$ cat config.mk
export PLATFORM = sky130hd
export DESIGN_NAME = vrefc_ctrl
export DESIGN_NICKNAME = d
export VERILOG_FILES = /design/src/hdl/vrefc_pkg.sv /design/src/hdl/vrefc_ctrl.sv /design/src/hdl/vrefc_field_reg.sv
export SDC_FILE = /design/constraint.sdc
export NUM_CORES = 1
export LEC_CHECK = 0
export BUFFER_PORTS_ARGS = -buffer_cell sky130_fd_sc_hd__buf_2
export CORE_MARGIN = 2
export CORE_UTILIZATION = 35
export CTS_BUF_LIST = sky130_fd_sc_hd__clkbuf_8
export DETAILED_ROUTE_END_ITERATION = 8
export PLACE_DENSITY = 0.75
export SYNTH_ARGS = -nofsm -noshare
export SYNTH_HDL_FRONTEND = slang
export SYNTH_SLANG_ARGS = --single-unit
$ cat constraint.sdc
create_clock -name clk_i -period 0.8 [get_ports clk_i]
set_input_delay 0.08 -clock clk_i [delete_from_list [all_inputs] [get_ports clk_i]]
set_output_delay 0.08 -clock clk_i [all_outputs]
set_load 0.01 [all_outputs]
$ cat src/hdl/vrefc_pkg.sv
// package: register address, field positions and reset value of the reference control register
package vrefc_pkg;
   localparam logic [7:0] VREFC_REFERENCE_CONTROL_ADDR = 8'hD1;
   localparam logic [7:0] VREFC_REFERENCE_CONTROL_RESET = 8'h00;
   localparam int VREFC_REF_BUFFER_ENABLE_BIT = 0;
   localparam int VREFC_BIAS_GEN_ENABLE_BIT = 1;
   localparam int VREFC_TEMP_SENSOR_ENABLE_BIT = 2;
   localparam int VREFC_REF_SOURCE_SELECT_BIT = 3;
   localparam int VREFC_FIELD_BITS = 4;
   localparam logic [3:0] VREFC_FIELD_MASK = 4'hF;
   // dependent peripherals that force the bias generator on
   localparam int VREFC_DEP_ADC = 0;
   localparam int VREFC_DEP_TEMP = 1;
   localparam int VREFC_DEP_OSC = 2;
   localparam int VREFC_DEP_IDAC = 3;
   localparam int VREFC_DEP_COUNT = 4;
endpackage

$ cat src/hdl/vrefc_ctrl.sv
// reference control register and the analog control lines it drives
//
// What this block does
// - source select bit: 0 routes reference pin, 1 routes supply to converter
// - bias enable forced high when converter, sensor, oscillators or current DAC enabled
// - writing bias bit 1 turns bias on; 0 turns off unless forced
// - buffer enable bit 1 drives internal reference onto pin; 0 disables buffer
// - sensor enable bit 1 turns sensor on; 0 leaves output high impedance
// - upper four register bits read zero, writes ignored
`timescale 1ns/1ps
module vrefc_ctrl
   import vrefc_pkg::*;
(
   input wire logic clk_i,
   input wire logic resetn_i,
   input wire logic [7:0] sfr_addr_i,
   input wire logic sfr_we_i,
   input wire logic [7:0] sfr_wdata_i,
   input wire logic sfr_re_i,
   input wire logic [VREFC_DEP_COUNT-1:0] dep_enable_i,
   output logic [7:0] sfr_rdata_o,
   output logic ref_source_select_o,
   output logic temp_sensor_enable_o,
   output logic bias_gen_enable_o,
   output logic ref_buffer_enable_o
);
   logic [VREFC_FIELD_BITS-1:0] field_r;
   logic hit;
   logic bias_nxt;

   // register image: stored field, unused upper bits read as zero
   function automatic logic [7:0] read_image(input logic [VREFC_FIELD_BITS-1:0] field);
      return {{(8 - VREFC_FIELD_BITS){1'h0}}, field};
   endfunction

   assign hit = (sfr_addr_i == VREFC_REFERENCE_CONTROL_ADDR);

   // only the low field is stored; upper bits have no storage
   vrefc_field_reg #(
      .WIDTH(VREFC_FIELD_BITS),
      .RESET_VALUE(VREFC_REFERENCE_CONTROL_RESET[VREFC_FIELD_BITS-1:0])
   ) u_field (
      .clk_i(clk_i),
      .resetn_i(resetn_i),
      .we_i(sfr_we_i && hit),
      .wdata_i(sfr_wdata_i[VREFC_FIELD_BITS-1:0] & VREFC_FIELD_MASK),
      .q_o(field_r)
   );

   // read data registered; stored bias bit, upper nibble zero
   always_ff @(posedge clk_i or negedge resetn_i) begin
      if (!resetn_i) begin
         sfr_rdata_o <= 8'h00;
      end else if (sfr_re_i && hit) begin
         sfr_rdata_o <= read_image(field_r);
      end else begin
         sfr_rdata_o <= 8'h00;
      end
   end

   // forced by any dependent peripheral; stored bit stays as written
   assign bias_nxt = field_r[VREFC_BIAS_GEN_ENABLE_BIT] | (|dep_enable_i);

   always_ff @(posedge clk_i or negedge resetn_i) begin
      if (!resetn_i) begin
         ref_source_select_o <= 1'h0;
      end else begin
         ref_source_select_o <= field_r[VREFC_REF_SOURCE_SELECT_BIT];
      end
   end

   always_ff @(posedge clk_i or negedge resetn_i) begin
      if (!resetn_i) begin
         temp_sensor_enable_o <= 1'h0;
      end else begin
         temp_sensor_enable_o <= field_r[VREFC_TEMP_SENSOR_ENABLE_BIT];
      end
   end

   always_ff @(posedge clk_i or negedge resetn_i) begin
      if (!resetn_i) begin
         bias_gen_enable_o <= 1'h0;
      end else begin
         bias_gen_enable_o <= bias_nxt;
      end
   end

   always_ff @(posedge clk_i or negedge resetn_i) begin
      if (!resetn_i) begin
         ref_buffer_enable_o <= 1'h0;
      end else begin
         ref_buffer_enable_o <= field_r[VREFC_REF_BUFFER_ENABLE_BIT];
      end
   end

   property p_bias_forced;
      @(posedge clk_i) disable iff (!resetn_i)
      (|dep_enable_i) |=> bias_gen_enable_o;
   endproperty
   a_bias_forced: assert property (p_bias_forced) else $error("bias not forced on");

   property p_bias_write;
      @(posedge clk_i) disable iff (!resetn_i)
      (sfr_we_i && hit) ##1 1'h1 |=> bias_gen_enable_o ==
         ($past(sfr_wdata_i[VREFC_BIAS_GEN_ENABLE_BIT], 2) | $past(|dep_enable_i));
   endproperty
   a_bias_write: assert property (p_bias_write) else $error("bias does not follow write");

   property p_src_write;
      @(posedge clk_i) disable iff (!resetn_i)
      (sfr_we_i && hit) |=> ##1 ref_source_select_o ==
         $past(sfr_wdata_i[VREFC_REF_SOURCE_SELECT_BIT], 2);
   endproperty
   a_src_write: assert property (p_src_write) else $error("source select wrong");

   property p_buf_write;
      @(posedge clk_i) disable iff (!resetn_i)
      (sfr_we_i && hit) |=> ##1 ref_buffer_enable_o ==
         $past(sfr_wdata_i[VREFC_REF_BUFFER_ENABLE_BIT], 2);
   endproperty
   a_buf_write: assert property (p_buf_write) else $error("buffer enable wrong");

   property p_temp_write;
      @(posedge clk_i) disable iff (!resetn_i)
      (sfr_we_i && hit) |=> ##1 temp_sensor_enable_o ==
         $past(sfr_wdata_i[VREFC_TEMP_SENSOR_ENABLE_BIT], 2);
   endproperty
   a_temp_write: assert property (p_temp_write) else $error("sensor enable wrong");

   property p_upper_zero;
      @(posedge clk_i) disable iff (!resetn_i)
      sfr_rdata_o[7:4] == 4'h0;
   endproperty
   a_upper_zero: assert property (p_upper_zero) else $error("upper bits not zero");

   property p_read_stored;
      @(posedge clk_i) disable iff (!resetn_i)
      (sfr_re_i && hit && !sfr_we_i) |=>
         sfr_rdata_o[VREFC_BIAS_GEN_ENABLE_BIT] == $past(field_r[VREFC_BIAS_GEN_ENABLE_BIT]);
   endproperty
   a_read_stored: assert property (p_read_stored) else $error("bias read not stored value");

   property p_read_idle;
      @(posedge clk_i) disable iff (!resetn_i)
      !(sfr_re_i && hit) |=> sfr_rdata_o == 8'h00;
   endproperty
   a_read_idle: assert property (p_read_idle) else $error("read data not zero when idle");

   property p_field_hold;
      @(posedge clk_i) disable iff (!resetn_i)
      !(sfr_we_i && hit) |=> $stable(field_r);
   endproperty
   a_field_hold: assert property (p_field_hold) else $error("field changed without write");

   property p_addr_refused;
      @(posedge clk_i) disable iff (!resetn_i)
      (sfr_we_i && !hit) |=> $stable(field_r);
   endproperty
   a_addr_refused: assert property (p_addr_refused) else $error("other address was stored");

   property p_field_store;
      @(posedge clk_i) disable iff (!resetn_i)
      (sfr_we_i && hit) |=> field_r == $past(sfr_wdata_i[VREFC_FIELD_BITS-1:0]);
   endproperty
   a_field_store: assert property (p_field_store) else $error("low field not stored");

   property p_read_image;
      @(posedge clk_i) disable iff (!resetn_i)
      (sfr_re_i && hit) |=> sfr_rdata_o == read_image($past(field_r));
   endproperty
   a_read_image: assert property (p_read_image) else $error("read image wrong");

   property p_bias_read_unforced;
      @(posedge clk_i) disable iff (!resetn_i)
      (sfr_re_i && hit && !field_r[VREFC_BIAS_GEN_ENABLE_BIT]) |=>
         !sfr_rdata_o[VREFC_BIAS_GEN_ENABLE_BIT];
   endproperty
   a_bias_read_unforced: assert property (p_bias_read_unforced) else $error("forced bias read");

   property p_bias_manual;
      @(posedge clk_i) disable iff (!resetn_i)
      field_r[VREFC_BIAS_GEN_ENABLE_BIT] |=> bias_gen_enable_o;
   endproperty
   a_bias_manual: assert property (p_bias_manual) else $error("bias not on when written");

   property p_bias_off;
      @(posedge clk_i) disable iff (!resetn_i)
      !field_r[VREFC_BIAS_GEN_ENABLE_BIT] && !(|dep_enable_i) |=> !bias_gen_enable_o;
   endproperty
   a_bias_off: assert property (p_bias_off) else $error("bias on without cause");

   property p_bias_track;
      @(posedge clk_i) disable iff (!resetn_i)
      $past(resetn_i) |->
         bias_gen_enable_o == ($past(field_r[VREFC_BIAS_GEN_ENABLE_BIT]) | $past(|dep_enable_i));
   endproperty
   a_bias_track: assert property (p_bias_track) else $error("bias not stored or forced");

   property p_src_follow;
      @(posedge clk_i) disable iff (!resetn_i)
      ref_source_select_o == $past(field_r[VREFC_REF_SOURCE_SELECT_BIT]);
   endproperty
   a_src_follow: assert property (p_src_follow) else $error("source select lags field");

   property p_temp_follow;
      @(posedge clk_i) disable iff (!resetn_i)
      temp_sensor_enable_o == $past(field_r[VREFC_TEMP_SENSOR_ENABLE_BIT]);
   endproperty
   a_temp_follow: assert property (p_temp_follow) else $error("sensor enable lags field");

   property p_buf_follow;
      @(posedge clk_i) disable iff (!resetn_i)
      ref_buffer_enable_o == $past(field_r[VREFC_REF_BUFFER_ENABLE_BIT]);
   endproperty
   a_buf_follow: assert property (p_buf_follow) else $error("buffer enable lags field");

   property p_ctl_stable;
      @(posedge clk_i) disable iff (!resetn_i)
      $stable(field_r) |=>
         $stable({ref_source_select_o, temp_sensor_enable_o, ref_buffer_enable_o});
   endproperty
   a_ctl_stable: assert property (p_ctl_stable) else $error("control line moved");
endmodule

$ cat src/hdl/vrefc_field_reg.sv
// small storage register for the writable low field
`timescale 1ns/1ps
module vrefc_field_reg
   import vrefc_pkg::*;
#(
   parameter int WIDTH = VREFC_FIELD_BITS,
   parameter logic [WIDTH-1:0] RESET_VALUE = VREFC_REFERENCE_CONTROL_RESET[WIDTH-1:0]
) (
   input wire logic clk_i,
   input wire logic resetn_i,
   input wire logic we_i,
   input wire logic [WIDTH-1:0] wdata_i,
   output logic [WIDTH-1:0] q_o
);
   always_ff @(posedge clk_i or negedge resetn_i) begin
      if (!resetn_i) begin
         q_o <= RESET_VALUE;
      end else if (we_i) begin
         q_o <= wdata_i;
      end
   end
endmodule

==> results_dict.tcl <==
set metrics [dict create \
    cts_tree "done" \
    place_inst 73 \
    critPathCaptureType "flip-flop" \
    wl_per_cell_um 9.29 \
    initial_core_util 0.369 \
    layout.nets 88 \
    hold_ws_ns 0.0224 \
    drive_gt1_frac 0.565 \
    crit_path_max_fanout 4 \
    cp.required_ns 0.91 \
    yosysTopAreaCellShare 0.642 \
    r2r_slack_ns 0 \
    violations "negative setup slack" \
    finClkSkew_ns 0.00373 \
    hold_end "bias_gen_enable_o" \
    gp_congestion 0.578 \
    final.min_clock_period_ns 0.853 \
    met1_usage 0.102 \
    synth.area.mux_share 0.0963 \
    synth_xor_area_frac 0 \
    route.detailed.drc 0 \
    gr-total-overflow 0 \
    drv_cap 0 \
    die-area_sq_um 1650 \
    power_mw 1.26 \
    grt_use_met3 0.0389 \
    grt_max_degree 13 \
    ir_drop_mv 0.650 \
    min_path_cells 3 \
    instances_no_fill 77 \
    die_h_um 40.6 \
    ys_seq_elements 12 \
    core-area_sq_um 1270 \
    clock_sinks 12 \
    synth_edf_count 0 \
    antenna_found_initial 0 \
    yosysWarnings 0 \
    hp-start "dep_enable_i[2]" \
    syn_to_final_growth_pct 45.7 \
    avgViaCountPerCell 4.19 \
    pin_count 36 \
    fin_crit_sh 1.07 \
    setup_viol 4 \
    drtIter0Drc 3 \
    synthAdderAreaFrac 0 \
    path_buf_inv 1 \
    portBuffers 27 \
    power_density_nw_per_um2 1850 \
    regArea_sq_um 300 \
    drtAntennaViolNets 0 \
    status "complete, but fails checks" \
    synth-compound-area-share 0 \
    dpl_cell_area_sq_um 603 \
    clockBufferDepth 2 \
    antenna_cells 0 \
    vias 323 \
    min_path_type "primary input to flip-flop" \
    htreeDepth 1 \
    clk_pin_slew_ns 0.05 \
    top_usage_layer "met2" \
    fill_cells 108 \
    synth_common_cells "dfrtp_1 (12), and2_1 (4), buf_4 (4), mux2_1 (4)" \
    synthSimpleGateAreaFrac 0.190 \
    synthCells 32 \
    rsz0062_at_grt "true" \
    r2r_start "u_field.q_o[2]" \
    path_class "primary input to flip-flop" \
    slowest_stage "mux2_1" \
    yosys.area.top_type "dfrtp_1" \
    path_cells "buf_6, nor4b_4, nand3_2, mux2_1" \
    die_x_um 40.6 \
    synth_top_family_by_area "simple AND/OR/NAND/NOR gates" \
    synth_flop_cell "dfrtp_1" \
    syn_area_per_cell_sq_um 14.6 \
    setup_slack_ns -0.0529 \
    ys_async_sr_fraction 1.00 \
    grtUsageTotal 0.0930 \
    grt_util_met2 0.139 \
    grt_pass1_wl_um 972 \
    start_kind "primary input" \
    drv_slew 0 \
    drtPass1Iterations 2 \
    yosysUniqueCellTypes 12 \
    p_leak_nw 0.387 \
    num_rows 13 \
    ys_seq_area_frac 0.642 \
    crit_family "simple AND/OR/NAND/NOR gates" \
    cp_data_arrival_time_ns 0.96 \
    pre_cts_slack_ns -0.315 \
    synth_area_leaders "dfrtp_1 (64%), mux2_1 (9.6%), buf_4 (6.4%)" \
    clock-root-buffer "clkbuf_8" \
    dp_hpwl_um 599 \
    multi_input_area_sq_um 158 \
    synth_most_common_cell "dfrtp_1" \
    final_area_sq_um 682 \
    r2r-end "u_field.q_o[2]" \
    cpPeakStageDelay_ns 0.34 \
    syn_area_sq_um 468 \
    fmax_ghz 1.17 \
    wl_um 715 \
    insertion_delay_ns 0.23 \
    cts-buffers-inserted 3 \
    reg2reg_depth 1 \
    hold_viol 0 \
    grt_pass1_vias 249 \
]
## routing by layer
| metal | wire length (um) | vias up |
|---|---|---|
| li1 | - | 160 |
| met1 | 269 | 143 |
| met2 | 356 | 20 |
| met3 | 90 | 0 |
| met4 | 0 | 0 |
| met5 | 0 | - |
## per-stage QoR
| stage | utilization | TNS [ns] |
|---|---|---|
| after floorplan | - | -0.527 |
| after global placement | 0.475 | -1.55 |
| after detailed placement | 0.475 | -1.74 |
| after CTS | 0.529 | -0.166 |
| after global routing | 0.537 | -0.489 |
| final | 0.537 | -0.157 |
## logic make-up (layout without fill, tap and decap cells)
logic type	count (synthesis)	in the layout
mux	4	4
flops	12	12
simple gates	11	11
buf+inv	4	31
other cells	1	4
## timing repair
| action | 4_1_cts | 5_1_grt |
|---|---|---|
| hold buffers | 1 | 0 |
| setup endpoints to repair | 6 | 13 |
| resized for setup | 3 | 2 |
| buffers inserted | 0 | 0 |
| endpoints found under the hold margin | 12 | 0 |
## placed cells by master, fill, tap and decap left out
master	instances
mux2_4	1
clkbuf_8	3
nor4b_4	1
mux2_1	3
conb_1	4
nand2_1	1
and3_2	1
buf_6	3
nor2_1	1
buf_2	24
nor3_2	1
dlygate4sd3_1	1
and2_1	4
nand3_2	1
dfrtp_1	12
and4b_1	1
## layout make-up
class / count / share of cell area
Clock buffer: 3 / 0.0606
Multi-Input combinational cell: 19 / 0.231
Sequential cell: 12 / 0.440
Tap cell: 15 / 0.0275
Timing Repair Buffer: 28 / 0.240
## how the worst max path moves through the flow
stage,from,endpoint,slack (ns),cells past startpoint
6_report,sfr_addr_i[3],u_field.q_o[2],-0.05,4
5_1_grt,sfr_addr_i[3],u_field.q_o[2],-0.10,4
4_1_cts,sfr_addr_i[3],u_field.q_o[2],-0.05,4
3_5_place_dp,sfr_addr_i[3],u_field.q_o[2],-0.31,4
3_3_place_gp,sfr_addr_i[3],u_field.q_o[2],-0.28,4
2_1_floorplan,sfr_addr_i[3],u_field.q_o[0],-0.13,3
## state kept, by name, summed over array words and instances, names as in the netlist
signal                flops
u_field.q_o               4
bias_gen_enable_o         1
temp_sensor_enable_o      1
ref_source_select_o       1
sfr_rdata_o               4
ref_buffer_enable_o       1
## power by group
part,total [mW],switching (mW),internal (mW)
clock,0.513,0.185,0.329
sequential,0.635,0.00881,0.627
combinational,0.110,0.0474,0.0623
total,1.26,0.241,1.02
Power figures use the tool's default switching activity.
